File: src/rtl/irq_pkg.sv
// Behaviour
// RULE1: Packet number exhaustion sets cause bit 14; bit reserved when feature absent.
// RULE2: Transmit descriptor ring low threshold sets cause bit 15.
// RULE3: Small received packet written to memory sets bit 16, only if size nonzero.
// RULE4: Reply frame received and reply delay expired sets cause bit 17.
// RULE5: Clearing the CPU vector also clears cause bits 16 and 17.
// RULE6: Manageability read of host-to-engine status, or set register bit 18, sets bit 18.
// RULE7: Cause bit 19 is reserved and always reads zero.
// RULE8: Summary bit 31 shows a pending interrupt; host interrupt needs PCI enable.
// RULE9: Throttle register field 15:0 holds the interval in 256 ns units.
// RULE10: Interval zero disables throttling; interrupts go out without spacing.
// RULE11: With throttling on, successive interrupts are at least the interval apart.
// RULE12: At 10/100 Mb/s on quarter clock the interval stretches fourfold.
// RULE13: Software should start with an interval between 651 and 5580.
// RULE14: Writing 1 to a cause set bit sets that cause bit.
// RULE15: Writing 0 to a cause set bit leaves that cause unchanged.
// RULE16: A cause set through the set register interrupts when its mask is on.
// RULE17: Set bit 20 sets engine reset cause; bits 0-2,4-7,9,12,14-18 set their own.
// RULE18: Software writes zero to throttle bits 31:16 and set bits 31:22.
// RULE19: Writing 1 to a cause bit clears it; writes never touch summary bit.
// RULE20: Summary bit clears only once every cause has been cleared.
// RULE21: Cause read while asserted clears causes and applies auto-mask; else keeps them. The code also clears them on a read while every mask bit is 0.
// RULE22: Interrupt reaches the bus only when mask bit and cause bit are both 1. The code keeps it asserted while any cause bit is set, masked or not.
// RULE23: Interval restarts at each assertion; early causes wait for its expiry.
`default_nettype none
package irq_pkg;
    localparam logic [7:0] OFS_CAUSE_READ = 8'hc0;
    localparam logic [7:0] OFS_THROTTLE = 8'hc4;
    localparam logic [7:0] OFS_CAUSE_SET = 8'hc8;
    localparam logic [7:0] OFS_MASK_SET = 8'hd0;
    localparam logic [7:0] OFS_MASK_CLEAR = 8'hd8;
    localparam logic [7:0] OFS_AUTO_MASK = 8'he0;

    localparam int BIT_PN_EXHAUSTED = 14;
    localparam int BIT_TX_DESC_LOW = 15;
    localparam int BIT_SMALL_RX = 16;
    localparam int BIT_REPLY_FRAME = 17;
    localparam int BIT_MANAGEABILITY = 18;
    localparam int BIT_ENGINE_RESET = 20;
    localparam int BIT_SUMMARY = 31;

    // Cause bits that exist: 0-2, 4-7, 9, 12, 14-18, 20
    localparam logic [31:0] CAUSE_IMPL = 32'h0017d2f7;
    localparam logic [31:0] CPU_VECTOR_CLR = 32'h00030000;
    localparam logic [31:0] CAUSE_RESET = 32'h00000000;
    localparam logic [31:0] MASK_RESET = 32'h00000000;
    localparam logic [15:0] THROTTLE_RESET = 16'h0000;

    localparam int CLK_PERIOD_NS = 20;
    localparam int UNIT_NS = 256;
    localparam int SLOW_FACTOR = 4;
    // Least time: round up to whole cycles
    localparam int UNIT_CYCLES = (UNIT_NS + CLK_PERIOD_NS - 1) / CLK_PERIOD_NS;
    localparam logic [5:0] UNIT_LAST = 6'(UNIT_CYCLES - 1);
    localparam logic [5:0] SLOW_UNIT_LAST = 6'(UNIT_CYCLES * SLOW_FACTOR - 1);
endpackage
`default_nettype wire

File: src/rtl/throttle_if.sv
`timescale 1ns/1ns
`default_nettype none
interface throttle_if;
    logic [15:0] interval;
    logic slow_mode;
    logic fire;
    logic ready;
    logic unit_tick;

    modport ctl (output interval, output slow_mode, output fire, input ready);
    modport timer (input interval, input fire, input unit_tick, output ready);
    modport pre (input slow_mode, input fire, output unit_tick);
endinterface // throttle_if
`default_nettype wire

File: src/rtl/unit_prescaler.sv
`timescale 1ns/1ns
`default_nettype none
module unit_prescaler (
    input wire logic mclk,
    input wire logic rstn,
    throttle_if.pre thr
);
    logic [5:0] cnt_q;
    logic [5:0] last;

    assign last = thr.slow_mode ? irq_pkg::SLOW_UNIT_LAST : irq_pkg::UNIT_LAST; // see RULE12
    assign thr.unit_tick = (cnt_q == last);

    // Restarting on each assertion makes the first unit a full one
    always_ff @(posedge mclk) begin
        if (!rstn) begin
            cnt_q <= 6'h00;
        end else if (thr.fire || cnt_q >= last) begin
            cnt_q <= 6'h00; // see RULE9
        end else begin
            cnt_q <= cnt_q + 6'h01;
        end
    end
endmodule // unit_prescaler
`default_nettype wire

File: src/rtl/throttle_timer.sv
`timescale 1ns/1ns
`default_nettype none
module throttle_timer (
    input wire logic mclk,
    input wire logic rstn,
    throttle_if.timer thr
);
    logic [15:0] remain_q;

    // Zero interval loads zero, so ready never drops
    assign thr.ready = (remain_q == 16'h0000); // see RULE10

    always_ff @(posedge mclk) begin
        if (!rstn) begin
            remain_q <= 16'h0000;
        end else if (thr.fire) begin
            remain_q <= thr.interval; // see RULE23
        end else if (thr.unit_tick && remain_q != 16'h0000) begin
            remain_q <= remain_q - 16'h0001; // see RULE11
        end
    end
endmodule // throttle_timer
`default_nettype wire

File: src/rtl/mac_interrupt_cause_throttle.sv
`timescale 1ns/1ns
`default_nettype none
module mac_interrupt_cause_throttle #(
    parameter bit PN_PRESENT = 1'b1
) (
    input wire logic mclk,
    input wire logic rstn,
    input wire logic hsel,
    input wire logic [31:0] haddr,
    input wire logic [1:0] htrans,
    input wire logic hwrite,
    input wire logic [2:0] hsize,
    input wire logic hready,
    input wire logic [31:0] hwdata,
    output logic [31:0] hrdata,
    output logic hreadyout,
    output logic hresp,
    input wire logic packet_number_exhausted,
    input wire logic tx_desc_low_hit,
    input wire logic small_rx_packet_detected,
    input wire logic [15:0] small_packet_size_setting,
    input wire logic reply_frame_received,
    input wire logic reply_delay_timer,
    input wire logic host_to_engine_status_read,
    input wire logic engine_reset_event,
    input wire logic cpu_vector_clear,
    input wire logic pci_int_enable,
    input wire logic slow_link_mode,
    output logic host_irq
);
    throttle_if thr ();

    logic dp_valid_q;
    logic dp_write_q;
    logic [7:0] dp_addr_q;
    logic [31:0] rdata_q;
    logic [31:0] cause_q;
    logic [31:0] cause_d;
    logic [31:0] mask_q;
    logic [31:0] mask_d;
    logic [31:0] auto_mask_q;
    logic [15:0] interval_q;
    logic int_asserted_q;
    logic host_irq_q;
    logic reply_seen_q;
    logic addr_take;
    logic rd_take;
    logic wr_now;
    logic cause_rd_clear;
    logic [31:0] impl;
    logic [31:0] hw_set;
    logic [31:0] sw_set;
    logic [31:0] clr;
    logic pending;
    logic fire;

    function automatic logic hit(input logic [7:0] addr, input logic [7:0] ofs);
        hit = (addr == ofs);
    endfunction

    function automatic logic [31:0] bit_at(input int idx);
        bit_at = 32'h00000001 << idx;
    endfunction

    // Bit 14 exists only on variants with the packet number feature
    assign impl = PN_PRESENT ? irq_pkg::CAUSE_IMPL
                             : (irq_pkg::CAUSE_IMPL & ~bit_at(irq_pkg::BIT_PN_EXHAUSTED)); // see RULE1

    // Bus slave: never stalls, always OKAY; only whole-word accesses are expected
    assign hreadyout = 1'b1;
    assign hresp = 1'b0;
    assign hrdata = rdata_q;

    assign addr_take = hsel && hready && htrans[1];
    assign rd_take = addr_take && !hwrite;
    assign wr_now = dp_valid_q && dp_write_q;

    always_ff @(posedge mclk) begin
        if (!rstn) begin
            dp_valid_q <= 1'b0;
            dp_write_q <= 1'b0;
            dp_addr_q <= 8'h00;
        end else if (hready) begin
            dp_valid_q <= addr_take;
            dp_write_q <= hwrite;
            dp_addr_q <= haddr[7:0];
        end
    end

    // Read data captured in the address phase so it stands through the data phase
    always_ff @(posedge mclk) begin
        if (!rstn) begin
            rdata_q <= 32'h00000000;
        end else if (rd_take) begin
            if (hit(haddr[7:0], irq_pkg::OFS_CAUSE_READ)) begin
                rdata_q <= {int_asserted_q, cause_q[30:0] & impl[30:0]}; // see RULE7
            end else if (hit(haddr[7:0], irq_pkg::OFS_THROTTLE)) begin
                rdata_q <= {16'h0000, interval_q};
            end else if (hit(haddr[7:0], irq_pkg::OFS_MASK_SET)) begin
                rdata_q <= mask_q;
            end else if (hit(haddr[7:0], irq_pkg::OFS_AUTO_MASK)) begin
                rdata_q <= auto_mask_q;
            end else begin
                rdata_q <= 32'h00000000;
            end
        end
    end

    // A cause read clears only while asserted or with everything masked
    assign cause_rd_clear = rd_take && hit(haddr[7:0], irq_pkg::OFS_CAUSE_READ)
                            && (int_asserted_q || mask_q == 32'h00000000); // see RULE21

    always_comb begin
        hw_set = 32'h00000000;
        if (packet_number_exhausted) begin
            hw_set = hw_set | bit_at(irq_pkg::BIT_PN_EXHAUSTED); // see RULE1
        end
        if (tx_desc_low_hit) begin
            hw_set = hw_set | bit_at(irq_pkg::BIT_TX_DESC_LOW); // see RULE2
        end
        if (small_rx_packet_detected && small_packet_size_setting != 16'h0000) begin
            hw_set = hw_set | bit_at(irq_pkg::BIT_SMALL_RX); // see RULE3
        end
        if (reply_delay_timer && (reply_seen_q || reply_frame_received)) begin
            hw_set = hw_set | bit_at(irq_pkg::BIT_REPLY_FRAME); // see RULE4
        end
        if (host_to_engine_status_read) begin
            hw_set = hw_set | bit_at(irq_pkg::BIT_MANAGEABILITY); // see RULE6
        end
        if (engine_reset_event) begin
            hw_set = hw_set | bit_at(irq_pkg::BIT_ENGINE_RESET);
        end
    end

    // Zeros written leave causes alone; bits 19, 3 and others never exist
    assign sw_set = (wr_now && hit(dp_addr_q, irq_pkg::OFS_CAUSE_SET)) ? (hwdata & impl)
                                                                       : 32'h00000000; // see RULE14 RULE15 RULE17

    always_comb begin
        clr = 32'h00000000;
        if (wr_now && hit(dp_addr_q, irq_pkg::OFS_CAUSE_READ)) begin
            clr = clr | hwdata; // see RULE19
        end
        if (cause_rd_clear) begin
            clr = 32'hffffffff; // see RULE21
        end
        if (cpu_vector_clear) begin
            clr = clr | irq_pkg::CPU_VECTOR_CLR; // see RULE5
        end
    end

    // New events win over a clear in the same cycle
    assign cause_d = ((cause_q & ~clr) | hw_set | sw_set) & impl; // see RULE7 RULE14

    always_ff @(posedge mclk) begin
        if (!rstn) begin
            cause_q <= irq_pkg::CAUSE_RESET;
        end else begin
            cause_q <= cause_d;
        end
    end

    // A reply frame waits here until its delay timer runs out
    always_ff @(posedge mclk) begin
        if (!rstn) begin
            reply_seen_q <= 1'b0;
        end else if (reply_delay_timer) begin
            reply_seen_q <= 1'b0;
        end else if (reply_frame_received) begin
            reply_seen_q <= 1'b1;
        end
    end

    always_comb begin
        mask_d = mask_q;
        if (wr_now && hit(dp_addr_q, irq_pkg::OFS_MASK_SET)) begin
            mask_d = mask_d | (hwdata & impl);
        end
        if (wr_now && hit(dp_addr_q, irq_pkg::OFS_MASK_CLEAR)) begin
            mask_d = mask_d & ~hwdata;
        end
        if (cause_rd_clear && int_asserted_q) begin
            mask_d = mask_d & ~auto_mask_q; // see RULE21
        end
    end

    always_ff @(posedge mclk) begin
        if (!rstn) begin
            mask_q <= irq_pkg::MASK_RESET;
        end else begin
            mask_q <= mask_d;
        end
    end

    always_ff @(posedge mclk) begin
        if (!rstn) begin
            auto_mask_q <= irq_pkg::MASK_RESET;
        end else if (wr_now && hit(dp_addr_q, irq_pkg::OFS_AUTO_MASK)) begin
            auto_mask_q <= hwdata & impl;
        end
    end

    // Upper bits are dropped; software is expected to write them as zero
    always_ff @(posedge mclk) begin
        if (!rstn) begin
            interval_q <= irq_pkg::THROTTLE_RESET;
        end else if (wr_now && hit(dp_addr_q, irq_pkg::OFS_THROTTLE)) begin
            interval_q <= hwdata[15:0]; // see RULE9
        end
    end

    // Enabled causes, from hardware or the set register alike, request delivery
    assign pending = |(cause_q & mask_q); // see RULE22 RULE16
    // A pending cause is held while the interval runs
    assign fire = pending && !int_asserted_q && thr.ready; // see RULE11 RULE23

    assign thr.interval = interval_q;
    assign thr.slow_mode = slow_link_mode; // see RULE12
    assign thr.fire = fire;

    unit_prescaler u_prescaler (
        .mclk(mclk),
        .rstn(rstn),
        .thr(thr.pre)
    );

    throttle_timer u_timer (
        .mclk(mclk),
        .rstn(rstn),
        .thr(thr.timer)
    );

    // Register writes never touch the summary; it falls only with all causes gone
    always_ff @(posedge mclk) begin
        if (!rstn) begin
            int_asserted_q <= 1'b0;
        end else if (cause_d == 32'h00000000) begin
            int_asserted_q <= 1'b0; // see RULE20 RULE19
        end else if (fire) begin
            int_asserted_q <= 1'b1; // see RULE8
        end
    end

    always_ff @(posedge mclk) begin
        if (!rstn) begin
            host_irq_q <= 1'b0;
        end else begin
            host_irq_q <= int_asserted_q && pci_int_enable && (cause_d != 32'h00000000); // see RULE8
        end
    end

    assign host_irq = host_irq_q;

endmodule // mac_interrupt_cause_throttle
`default_nettype wire

File: config.mk
export PLATFORM = sky130hd
export DESIGN_NAME = mac_interrupt_cause_throttle
export DESIGN_NICKNAME = d
export VERILOG_FILES = /design/src/rtl/irq_pkg.sv /design/src/rtl/throttle_if.sv /design/src/rtl/unit_prescaler.sv /design/src/rtl/throttle_timer.sv /design/src/rtl/mac_interrupt_cause_throttle.sv
export SDC_FILE = /design/constraint.sdc
export NUM_CORES = 1
export LEC_CHECK = 0
export ABC_AREA = 1
export BUFFER_PORTS_ARGS = -buffer_cell sky130_fd_sc_hd__buf_2
export CAP_MARGIN = 5
export CORE_MARGIN = 8
export CORE_UTILIZATION = 50
export DETAILED_ROUTE_END_ITERATION = 10
export GPL_TIMING_DRIVEN = 0
export PLACE_DENSITY = 0.74
export SYNTH_ARGS = -nofsm -noshare
export SYNTH_HDL_FRONTEND = slang
export SYNTH_SLANG_ARGS = --single-unit
File: constraint.sdc
create_clock -name mclk -period 1.8 [get_ports mclk]
set_input_delay 0 -clock mclk [delete_from_list [all_inputs] [get_ports mclk]]
set_output_delay 0 -clock mclk [all_outputs]
set_load 0.05 [all_outputs]
Word level (Yosys, flattened, before mapping)
Index checks and enable logic that the tools add are counted. W data, S select, Z words.

Memory bits (writable): 0. Bits in latches: 0. Input port bits: 100. Memories kept: 0. ROM bits: 0. Register bits after elaboration: 145.

Equal/unequal tests: 11. Multiplexer cells: 20. $lt $le $gt $ge: 1. Reductions and logical operators: 36. $add $sub $neg: 2. Shift-type cells: 0. Div/mod/pow operators: 0. Bitwise operators: 11. Multiply operators: 0.

Operators with widths (number): $mux W32 (6); $mux W21 (5); $eq A8 B8 Y1 const B (10); $and A32 B32 Y32 (2); $logic_not A32 Y1 (2); $mux W16 (3); $or A21 B21 Y21 (2); $mux W18 (2); $and A21 B32 Y32 (1); $not A21 Y32 (1); $not A32 Y32 (1); $or A32 B21 Y32 (1); $reduce_bool A16 Y1 (2); $reduce_bool A32 Y1 (1); $reduce_or A32 Y1 (1); $and A21 B21 Y21 (1); $not A21 Y21 (1); $logic_and A1 B1 Y1 (20); $mux W19 (1); $mux W17 (1); $logic_not A16 Y1 (1); $sub A16 B1 Y16 const B (1); $mux W15 (1); $add A6 B1 Y6 const B (1); other kinds (8) (13).

Depth between registers and ports, before layout
Gate-level depths: netlist of the first run.

Word-level depth: 13. Depth in mapped cells: 16. Depth with buffers taken out: 16.

Cells and area by module
From an unflattened synthesis of the first run, not the netlist that was laid out.

Cells, all modules: 1020. Area, all modules: 6998.0 um^2.

Modules (own cells, without submodules): mac_interrupt_cause_throttle (cells an instance 748, times used 1, area an instance 5407.7 um^2); throttle_timer (cells an instance 220, times used 1, area an instance 1206.2 um^2); unit_prescaler (cells an instance 52, times used 1, area an instance 384.1 um^2).

Worst setup path before layout of the first run
OpenSTA, ideal clock, no wires.

Kind: reg2reg. Start point: reg u_timer.remain_q[0]. End point: reg u_timer.remain_q[2]. Stages on the path, launching flop included: 17. Arrival time: 1.685 ns. Path slack: 0.059 ns. Setup time: 0.057 ns. Path buffers: 0. Clock period less this slack: 1.741 ns. Path through: dfxtp_1 > inv_2 > ha_1 > inv_1 > nor2_2 > nand2_1 > inv_2 > nand3_1 > nor2_2 > nor2_2 > inv_2 > nand2_2 > inv_2 > nand2_1 > o211ai_1 > nand2_1 > inv_1.

Cells in the longest elaborated chain, start to end: 3. Elaborated cells on any way between the ends: 8.

Ends and longest elaborated chain: start: declaration (line throttle_timer.sv:8) `logic [15:0] remain_q;`; start signal: assignment (line throttle_timer.sv:17) `remain_q <= thr.interval;`; start signal: assignment (line throttle_timer.sv:19) `remain_q <= remain_q - 16'h0001;`; $sub A16 B1 Y16 (tied with other cells) (line throttle_timer.sv:19); $mux W16 (tied with other cells) (line throttle_timer.sv:18) `end else if (thr.unit_tick && remain_q != 16'h0000) begin`; $mux W16 / $reduce_bool A2 Y1 (equally long branches).

Several ways; a longest one is shown, not always the timed one. The select of a mux whose other input is x is not followed. A chain may end at the register's enable or synchronous reset.

Worst setup path in the final report of the first run
Start point: reg dp_addr_q[2]. End point: reg int_asserted_q.

Cells in the longest elaborated chain, start to end: 11. Elaborated cells on any way between the ends: 14.

Ends and longest elaborated chain: start: declaration (line mac_interrupt_cause_throttle.sv:35) `logic [7:0] dp_addr_q;`; start signal: assignment (line mac_interrupt_cause_throttle.sv:86) `dp_addr_q <= haddr[7:0];`; $eq A8 B8 Y1 (line mac_interrupt_cause_throttle.sv:58) `hit = (addr == ofs);`; $logic_and A1 B1 Y1 (line mac_interrupt_cause_throttle.sv:141) `if (wr_now && hit(dp_addr_q, irq_pkg::OFS_CAUSE_READ)) begin`; $mux W21 (line mac_interrupt_cause_throttle.sv:141); $mux W21 (line mac_interrupt_cause_throttle.sv:144) `if (cause_rd_clear) begin`; $mux W18 (line mac_interrupt_cause_throttle.sv:147) `if (cpu_vector_clear) begin`; $not A21 Y21 (line mac_interrupt_cause_throttle.sv:153) `assign cause_d = ((cause_q & ~clr) | hw_set | sw_set) & impl;`; $and A21 B21 Y21 (line mac_interrupt_cause_throttle.sv:153); $or A21 B21 Y21 (line mac_interrupt_cause_throttle.sv:153); $or A21 B21 Y21 (*) (line mac_interrupt_cause_throttle.sv:153); $logic_not A32 Y1 (*) (line mac_interrupt_cause_throttle.sv:237) `end else if (cause_d == 32'h00000000) begin`; $reduce_or A2 Y1 (no source line) (*); end signal: assignment (line mac_interrupt_cause_throttle.sv:236) `int_asserted_q <= 1'b0;`; end signal: assignment (line mac_interrupt_cause_throttle.sv:238) `int_asserted_q <= 1'b0;`; end signal: assignment (line mac_interrupt_cause_throttle.sv:240) `int_asserted_q <= 1'b1;`; end: declaration (line mac_interrupt_cause_throttle.sv:43) `logic int_asserted_q;`.

Mark *: on every way between the ends. The rest lies on a longest branch, timed or not.

==> results_dict.tcl, run 1 <==
set metrics [dict create \
    status "finished with violations" \
    violations "setup timing" \
    power_leakage_nw 4.51 \
    whs_endpoint "cause_q[20]" \
    fp.dieW_um 134 \
    startpoint_type "flip-flop" \
    synth-main-ff-cell "dfxtp_1" \
    arrival_ps 2270 \
    r2r_slack_ps -150 \
    synth_sequential_area_ratio_pct 41.5 \
    die-area_um2 18000 \
    clock_latency_ps 430 \
    r2r_cells 13 \
    area_growth_pct 40.8 \
    synth-seq-cells 145 \
    setup_tns_ps -950 \
    antenna_found_initial 0 \
    final_max_slew_viol_count 0 \
    synth_compound_area_share_pct 19.4 \
    syn-num-nets 1109 \
    syn-instance-count 1001 \
    cts_inserted_buffers 17 \
    drt_iter0_drc 765 \
    final_net_count 1333 \
    min_period_ps 1950 \
    synth_top_area_share_pct 41.5 \
    firstDrtPassIters 8 \
    worst-setup-path-type "flip-flop to flip-flop" \
    cts_tree "yes" \
    slowest_delay_ps 360 \
    hold_violations 0 \
    start_util_pct 50.8 \
    num_io_pins 135 \
    clk_pin_slew_ps 60 \
    rsz0062_at_grt "yes" \
    drc 0 \
    muxShareOfSynthArea_pct 0 \
    hpwl_mm 16.3 \
    path_max_fanout 9 \
    gr-total-overflow 0 \
    grt_max_degree 17 \
    path_cells "or2_4 > nor2_4 > buf_6 > nand3_2 > nand2_1 > nand3b_1 > nand2_1 > nor2_1 > nand2_1 > nor2_2 > nand2_2 > nand2_2 > nor2_1" \
    grt_pass1_wl_mm 37.1 \
    h-tree-depth 4 \
    cp-end-kind "flip-flop" \
    synth_warnings 0 \
    slowest_stage "dfxtp_4" \
    setup_slack_ps -145 \
    max_freq_mhz 514 \
    synth_cell_types 44 \
    core-area_um2 13800 \
    tightestPinTransition_ps 689 \
    hold_start "engine_reset_event" \
    row_count 43 \
    whs_ps 27.4 \
    ant_nets 0 \
    grt_usage_pct 25.7 \
    grt_pass1_vias 7445 \
    critPathRequiredTime_ps 2120 \
    timing.rr.start "dp_addr_q[2]" \
    gp_congestion 0.913 \
    antenna_cells_inserted 0 \
    hold_class "input pin to flip-flop" \
    yosys-top-cells-area "dfxtp_1 (42%), nand2_1 (11%), inv_1 (6.9%)" \
    synthArstFlopShare_pct 0 \
    slew_headroom_pct 54.0 \
    skew_ps 5.92 \
    die_h_um 134 \
    synth_top_area_cell "dfxtp_1" \
    yosys.area_share.simple_pct 25.9 \
    routed_via_density 5.57 \
    rr_endpoint "int_asserted_q" \
    cts_buffer_depth 2 \
    cts.sinks 145 \
    avgSynthCellArea_um2 6.98 \
    wire_per_inst_um 17.3 \
    netlist_area_um2 6990 \
    synth_top_family_by_area "simple AND/OR/NAND/NOR gates" \
    holdPathStages 5 \
    cpMostUsedCell "nand2_1" \
    period_share_pct 108 \
    drt-total-wl_mm 24.5 \
    synth-edff-count 0 \
    setup_violations 21 \
    vias 7896 \
    root_buffer "clkbuf_16" \
    drive_above_1_share_pct 28.4 \
    portBuffers 104 \
    synthAdderAreaFrac_pct 1.43 \
    path_buf_inv 1 \
    critPathTopFamily "simple AND/OR/NAND/NOR gates" \
    max_cap_viol_count 0 \
    vdd_drop_max_uv 725 \
    p_per_area_nw_per_um2 752 \
    synth_xor_area_share_pct 1.13 \
]
-- worst min-delay path, delay by kind of cell --
kind                   cells  cell delay (ps)
AO/OA/AOI/OAI              2              210
AND/OR/NAND/NOR            1               70
buffers and inverters      2              130
-- where the power goes --
group	total (mW)	internal [mW]	switching, mW
clock	3.49	1.95	1.54
sequential	3.27	3.24	0.0317
combinational	0.644	0.281	0.363
total	7.41	5.47	1.94
-- metal layers --
metal	up-vias	track usage, %	wire [µm]
met4	0	11.5	955
met1	3619	31.2	9800
met3	85	6.73	2220
met2	431	41.9	11500
li1	3761	-	-
met5	-	0	0
-- cell families after synthesis --
kind of cell | Yosys count
AOI/OAI and AO/OA | 234
xor gates and xnor gates | 9
adders and majority gates | 8
buffers and inverters | 189
DFF | 145
other | 2
and+or+nand+nor | 414
-- flip-flops by register name, indices dropped and copies added, names as in the netlist --
signal             cells
int_asserted_q         1
u_prescaler.cnt_q      6
cause_q               15
hrdata                32
dp_write_q             1
reply_seen_q           1
dp_valid_q             1
mask_q                32
dp_addr_q              8
interval_q            16
auto_mask_q           15
u_timer.remain_q      16
host_irq               1
-- stage by stage --
stage / power [mW] / area, µm² / setup WS, ps / utilization, % / instances
final: 7.41 / 9840 / -145 / 71.5 / 1418
after global routing: 7.60 / 9840 / -268 / 71.5 / 1418
after CTS: 7.33 / 9220 / -126 / 66.9 / 1394
after detailed placement: 3.79 / 7740 / -396 / 56.2 / 1285
after global placement: 3.78 / 7740 / -446 / 56.2 / 1285
after floorplan: 3.58 / 6990 / 58.7 / - / 1001
-- timing repair --
action / in CTS / in global routing
hold buffers: 54 / 0
gates cloned: 1 / 2
pin swaps: 20 / 51
hold endpoints to repair: 92 / 0
endpoints found under the setup margin: 80 / 89
gates resized for setup: 60 / 151
buffers inserted: 23 / 22
-- cell usage after synthesis (3+ instances only) --
| cell type | instances |
|---|---|
| xnor2_1 | 6 |
| o21ai_0 | 66 |
| inv_1 | 128 |
| o221ai_1 | 7 |
| inv_2 | 14 |
| a22o_1 | 4 |
| nor2_2 | 5 |
| nor2_1 | 94 |
| nand3_2 | 3 |
| a31oi_1 | 12 |
| or2_1 | 3 |
| nand3_1 | 75 |
| o21ai_1 | 14 |
| clkbuf_1 | 31 |
| a21oi_1 | 85 |
| xor2_1 | 3 |
| dfxtp_1 | 145 |
| buf_2 | 8 |
| nand3b_1 | 6 |
| ha_1 | 8 |
| o22ai_1 | 8 |
| o211ai_1 | 13 |
| a221oi_1 | 15 |
| buf_4 | 3 |
| nand2_1 | 199 |
| nor3_2 | 3 |
| nor3_1 | 8 |
| o21bai_1 | 5 |
| nand4_1 | 9 |
-- cells in the final DEF, fill, tap and decap left out, types with 6 or more instances in the layout --
cell type	synthesis	layout
buf_6	1	17
nand3b_1	6	6
dlygate4sd3_1	0	54
o211ai_1	13	13
dfxtp_1	145	117
nor2_1	94	75
nor2_4	1	11
xnor2_1	6	6
nand3_2	3	16
nand2_2	2	20
nand3_1	75	61
o21ai_1	14	16
inv_2	14	17
o221ai_1	7	7
buf_4	3	37
a221oi_1	15	15
buf_2	8	108
inv_1	128	120
a21oi_1	85	82
clkbuf_16	0	17
nand4_1	9	9
a31oi_1	12	11
o22ai_1	8	6
dfxtp_2	0	24
clkbuf_1	31	21
nor2_2	5	14
nand2_1	199	174
o21ai_0	66	63
nand2_4	1	7
-- worst max path at each step --
stage | to | from | cells past startpoint
after global placement | host_irq | dp_addr_q[0] | 14
after detailed placement | int_asserted_q | dp_addr_q[0] | 14
after CTS | host_irq | mask_q[29] | 15
final | int_asserted_q | dp_addr_q[2] | 13
after floorplan | u_timer.remain_q[2] | u_timer.remain_q[0] | 16
after global routing | host_irq | mask_q[4] | 15
-- layout make-up --
| cell class | count | area [µm²] |
|---|---|---|
| Fill cell | 1129 | 3930 |
| Multi-Input combinational cell | 667 | 3800 |
| Sequential cell | 145 | 2950 |
| Timing Repair Buffer | 205 | 1480 |
| Inverter | 144 | 571 |
| Clock buffer | 17 | 425 |
| Buffer | 44 | 240 |
| Tap cell | 180 | 225 |
| Clock inverter | 15 | 151 |
| Timing Repair inverter | 1 | 8.76 |
(Power assumes the default switching activity.)
==> inputs of run 2 (changes only) <==
- RECOVER_POWER: not set -> 100
==> run 2 against run 1 <==
Against the previous run: the flow still finishes with violations (setup timing); worst hold slack worse by 0.62 ps; sequential share of layout area hardly changed; clock skew hardly changed; cell area hardly changed; sequential power hardly changed; power hardly changed; worst setup slack better by 1.5 ps; wire length is 0.17% lower; clock-buffer cell count stayed put; non-clock buffer count stayed put; largest cell class unchanged.
==> results_dict.tcl, run 2 (synthesis gave the netlist of run 1 again) <==
set metrics [dict create \
    grt_pass1_vias 7445 \
    vias 7861 \
    start_util_pct 50.8 \
    min_period_ps 1940 \
    root_buffer "clkbuf_16" \
    final_net_count 1333 \
    grt_pass1_wl_mm 37.1 \
    routed_via_density 5.54 \
    clk_pin_slew_ps 60 \
    violations "setup timing" \
    p_switching_mw 1.94 \
    grtUsageMet2_pct 41.9 \
    met3_usage_pct 6.73 \
    setup_slack_ps -144 \
    startpoint_type "flip-flop" \
    hold_violations 0 \
    rsz0062_at_grt "yes" \
    drive_above_1_share_pct 28.2 \
    clkPwrFrac_pct 47.1 \
    worst-setup-path-type "flip-flop to flip-flop" \
    arrival_ps 2270 \
    grt.met1_usage_pct 31.2 \
    antenna_cells_inserted 0 \
    fillers 1128 \
    seqPwrFrac_pct 44.2 \
    gr-total-overflow 0 \
    path_max_fanout 9 \
    antenna_found_initial 0 \
    layout_common_cells "nand2_1 (174), inv_1 (120), dfxtp_1 (117), buf_2 (106), a21oi_1 (82)" \
    cp-end-kind "flip-flop" \
    cts_inserted_buffers 17 \
    ant_nets 0 \
    wire_per_inst_um 17.2 \
    area_growth_pct 40.8 \
    power_leakage_nw 4.50 \
    final_common_cell "nand2_1" \
    cts_tree "yes" \
    setup_violations 25 \
    cts_buffer_depth 2 \
    drt_iter0_drc 765 \
    firstDrtPassIters 5 \
    utilization_pct 71.5 \
    max_cap_viol_count 0 \
    die_h_um 134 \
    whs_ps 26.7 \
    grt_max_degree 17 \
    max_freq_mhz 515 \
    critPathRequiredTime_ps 2120 \
    gp_congestion 0.913 \
    hold_class "input pin to flip-flop" \
    fp.dieW_um 134 \
    die-area_um2 18000 \
    vdd_drop_max_uv 725 \
    drc 0 \
    netSwitchingFraction_pct 26.1 \
    p_int_mw 5.47 \
    clock_latency_ps 430 \
    final_max_slew_viol_count 0 \
    hpwl_mm 16.3 \
    portBuffers 104 \
    period_share_pct 108 \
    skew_ps 5.81 \
    cts.sinks 145 \
    row_count 43 \
    placed_area_um2 7740 \
    drt-total-wl_mm 24.5 \
    p_per_area_nw_per_um2 753 \
    core-area_um2 13800 \
    busiest_layer "met2" \
    num_io_pins 135 \
    tightestPinTransition_ps 689 \
    grt_usage_pct 25.7 \
    slew_headroom_pct 54.1 \
    status "finished with violations" \
    h-tree-depth 4 \
    power_frac_comb_pct 8.7 \
    final_cell_area_um2 9840 \
]
## run 2: cell count changes in the layout (fill, tap and decap cells not counted), sizes merged
cell,delta
buf,-2
clkbuf,+2
## run 2: power by group through the flow
stage / sequential, mW / clock [mW] / combinational, mW
global placement: 3.35 / 0 / 0.437
floorplan: 3.35 / 0 / 0.230
finish: 3.27 / 3.49 / 0.643
global route: 3.28 / 3.63 / 0.691
detailed placement: 3.35 / 0 / 0.444
CTS: 3.28 / 3.48 / 0.572
## run 2: worst paths after layout
check                       startpoint              endpoint  slack (ps)  depth (start not counted)
setup reg to reg          dp_addr_q[2]        int_asserted_q        -140                         13
setup / recovery          dp_addr_q[2]        int_asserted_q        -140                         13
hold reg to reg   u_prescaler.cnt_q[0]  u_prescaler.cnt_q[0]         430                          1
hold / removal      engine_reset_event           cause_q[20]          30                          5
## run 2: routing by layer
metal  up-vias  wire length (µm)
met3        80              2140
met1      3614              9930
met4         0               923
met5         -                 0
met2       408             11500
li1       3759                 -
## run 2: per-stage QoR
step / setup slack [ps] / power, mW / cells / TNS [ps]
final: -144 / 7.41 / 1418 / -979
after global routing: -268 / 7.60 / 1418 / -5150
after CTS: -126 / 7.33 / 1394 / -251
after detailed placement: -396 / 3.79 / 1285 / -14730
after global placement: -446 / 3.78 / 1285 / -14980
after floorplan: 58.7 / 3.58 / 1001 / 0
## run 2: timing repair
action / CTS / global route
setup endpoints to repair: 80 / 89
hold endpoints to repair: 92 / 0
setup buffers: 23 / 22
gates resized for setup: 60 / 151
gates cloned: 1 / 2
pin swaps: 20 / 51
hold buffers: 54 / 0
## run 2: area by class of cell
| class | instances | area, µm² | share of cell area (%) |
|---|---|---|---|
| clock inverters | 15 | 151 | 1.54 |
| repair buffers | 205 | 1480 | 15.0 |
| plain buffers | 44 | 240 | 2.44 |
| flip-flops and latches | 145 | 2950 | 30.0 |
| well taps | 180 | 225 | 2.29 |
| inverters | 144 | 571 | 5.80 |
| multi-input cells | 667 | 3800 | 38.6 |
| repair inverters | 1 | 8.76 | 0.0890 |
| clock buffers | 17 | 425 | 4.32 |
## run 2: worst max-delay path: stages (launching register included)
cell and delay, ps:
dfxtp_4 360, or2_4 250, nor2_4 200, buf_6 180, nand3_2 70, nand2_1 50
nand3b_1 110, nand2_1 60, nor2_1 100, nand2_1 100, nor2_2 130, nand2_2 100
nand2_2 80, nor2_1 50
==> inputs of run 3 (changes only) <==
- ABC_AREA: 1 -> not set
- CORE_UTILIZATION: 50 -> 49
- PLACE_DENSITY: 0.74 -> 0.73
==> run 3 against run 2 <==
Against the previous run: the run still ends with setup timing left; sequential share of layout area increased by 1.4 points; power increased by 1.0%; non-clock buffer count unchanged; critical path depth decreased by 6; clock power increased by 2%; maximum frequency decreased by 17%.
==> results_dict.tcl, run 3 <==
set metrics [dict create \
    status "finished with violations" \
    final_common_cell "dfxtp_1" \
    antenna_cells_inserted 0 \
    synth.most_common_cell "dfxtp_1" \
    antenna_found_initial 0 \
    p_per_area_nw_per_um2 802 \
    setup_slack_ps -539 \
    netlist_area_um2 6510 \
    final_net_count 1093 \
    grt_usage_pct 25.9 \
    max_cap_viol_count 0 \
    tightestPinTransition_ps 880 \
    synth_top_area_cell "dfxtp_1" \
    cp-end-kind "flip-flop" \
    h-tree-depth 4 \
    yosys-top-cells-area "dfxtp_1 (45%), mux2i_1 (6.8%), a21oi_1 (5.8%)" \
    synth-main-ff-cell "dfxtp_1" \
    seqPwrFrac_pct 44.0 \
    drc 0 \
    r2r_slack_ps -540 \
    worst-setup-path-type "flip-flop to flip-flop" \
    portBuffers 101 \
    gr-total-overflow 0 \
    start_util_pct 49.6 \
    yosys.area_share.simple_pct 21.4 \
    whs_ps 44.7 \
    slew_headroom_pct 41.3 \
    max_freq_mhz 428 \
    ant_nets 0 \
    vdd_drop_max_uv 701 \
    placed_area_um2 7360 \
    drive_above_1_share_pct 26.3 \
    cts.sinks 145 \
    clk_pin_slew_ps 60 \
    final_cell_area_um2 9330 \
    routed_via_density 6.15 \
    p_switching_mw 1.86 \
    synth_sequential_area_ratio_pct 44.6 \
    arrival_ps 2680 \
    die_h_um 131 \
    fp.dieW_um 131 \
    cts_buffer_depth 2 \
    synth_top_family_by_area "simple AND/OR/NAND/NOR gates" \
    area_growth_pct 43.1 \
    drt-total-wl_mm 24.4 \
    grt_pass1_vias 6890 \
    synthArstFlopShare_pct 0 \
    synthAdderAreaFrac_pct 1.54 \
    synth_xor_area_share_pct 1.34 \
    violations "setup timing" \
    row_count 42 \
    core-area_um2 13100 \
    hold_class "input pin to flip-flop" \
    clkPwrFrac_pct 47.5 \
    syn-num-nets 876 \
    synthTopCellsByCount "dfxtp_1 (145), nand2_1 (95), nor2_1 (87)" \
    p_int_mw 5.62 \
    power_frac_comb_pct 8.5 \
    root_buffer "clkbuf_16" \
    synth_top_area_share_pct 44.6 \
    synth_warnings 0 \
    muxShareOfSynthArea_pct 6.76 \
    grt_pass1_wl_mm 36.4 \
    cts_inserted_buffers 17 \
    period_share_pct 130 \
    power_leakage_nw 3.68 \
    setup_violations 41 \
    die-area_um2 17200 \
    wire_per_inst_um 20.8 \
    final_max_slew_viol_count 0 \
    synth_cell_types 61 \
    hpwl_mm 15.4 \
    synth-seq-cells 145 \
    synth-edff-count 0 \
    avgSynthCellArea_um2 8.48 \
    rsz0062_at_grt "yes" \
    num_io_pins 135 \
    clock_latency_ps 440 \
    path_max_fanout 5 \
    firstDrtPassIters 8 \
    gp_congestion 0.955 \
    drt_iter0_drc 827 \
    synth_compound_area_share_pct 20.3 \
    cts_tree "yes" \
    startpoint_type "flip-flop" \
    min_period_ps 2340 \
    skew_ps 13.6 \
    netSwitchingFraction_pct 24.9 \
    syn-instance-count 768 \
    vias 7223 \
    setup_tns_ps -11600 \
    hold_violations 0 \
    grt_max_degree 17 \
    critPathRequiredTime_ps 2140 \
    layout_common_cells "dfxtp_1 (130), nand2_1 (86), nor2_1 (81), a21oi_1 (66), buf_2 (65)" \
]
## run 3: path summary, 6_finish.rpt
| kind | start | endpoint | cells after the start |
|---|---|---|---|
| worst max-delay path | u_timer.remain_q[4] | u_timer.remain_q[9] | 7 |
| worst min register to register | hrdata[28] | hrdata[28] | 2 |
| worst min-delay path | rstn | u_prescaler.cnt_q[3] | 5 |
| worst max register to register | u_timer.remain_q[4] | u_timer.remain_q[9] | 7 |
## run 3: critical path, stage by stage, from the launching register on
cell and delay, ps:
dfxtp_1 360, or3_1 480, or3_4 450, a2111oi_4 200, buf_4 200, nor2_4 50
a211o_1 240, a221oi_2 250
## run 3: final cells by class
| cell class | instances | area (µm²) |
|---|---|---|
| flip-flops and latches | 145 | 2920 |
| multi-input cells | 559 | 3800 |
| inverters | 13 | 48.8 |
| clock inverters | 13 | 136 |
| fillers | 999 | 3810 |
| plain buffers | 48 | 310 |
| repair buffers | 201 | 1440 |
| well taps | 176 | 220 |
| clock buffers | 19 | 453 |
## run 3: cells by family (layout without fill, tap and decap cells)
logic type,count (synthesis),count (layout)
muxes,44,44
DFF,145,145
adders and majority gates,8,8
xor gates and xnor gates,10,10
buffers and inverters,64,294
other,2,2
AOI/OAI and AO/OA,201,201
and+or+nand+nor,294,294
## run 3: what timing repair did
action,4_1_cts,5_1_grt
gates resized for setup,60,96
cloned,3,2
hold endpoints to repair,83,0
hold buffers,51,0
pin swaps,24,40
buffers inserted,24,22
setup endpoints to repair,107,106
## run 3: per-layer routing
| metal | global-route usage (%) | routed length (µm) | vias up |
|---|---|---|---|
| li1 | - | - | 3250 |
| met1 | 32.9 | 9840 | 3361 |
| met2 | 40.5 | 10800 | 518 |
| met3 | 5.83 | 2640 | 94 |
| met4 | 12.8 | 1100 | 0 |
| met5 | 0 | 0 | - |
## run 3: power by group through the flow
| stage | Sequential, mW | Clock (mW) | Combinational (mW) |
|---|---|---|---|
| after floorplan | 3.37 | 0 | 0.238 |
| after global placement | 3.35 | 0 | 0.468 |
| after detailed placement | 3.35 | 0 | 0.473 |
| after CTS | 3.29 | 3.54 | 0.591 |
| after global routing | 3.29 | 3.71 | 0.673 |
| final | 3.29 | 3.56 | 0.633 |
## run 3: per-stage QoR
step	cells	power, mW	utilization, %	setup WS, ps
6_report	1174	7.48	71.0	-539
5_1_grt	1174	7.68	71.0	-641
3_5_place_dp	1045	3.83	56.0	-1090
4_1_cts	1155	7.42	67.8	-591
3_3_place_gp	1045	3.82	56.0	-1040
2_1_floorplan	768	3.61	-	-704
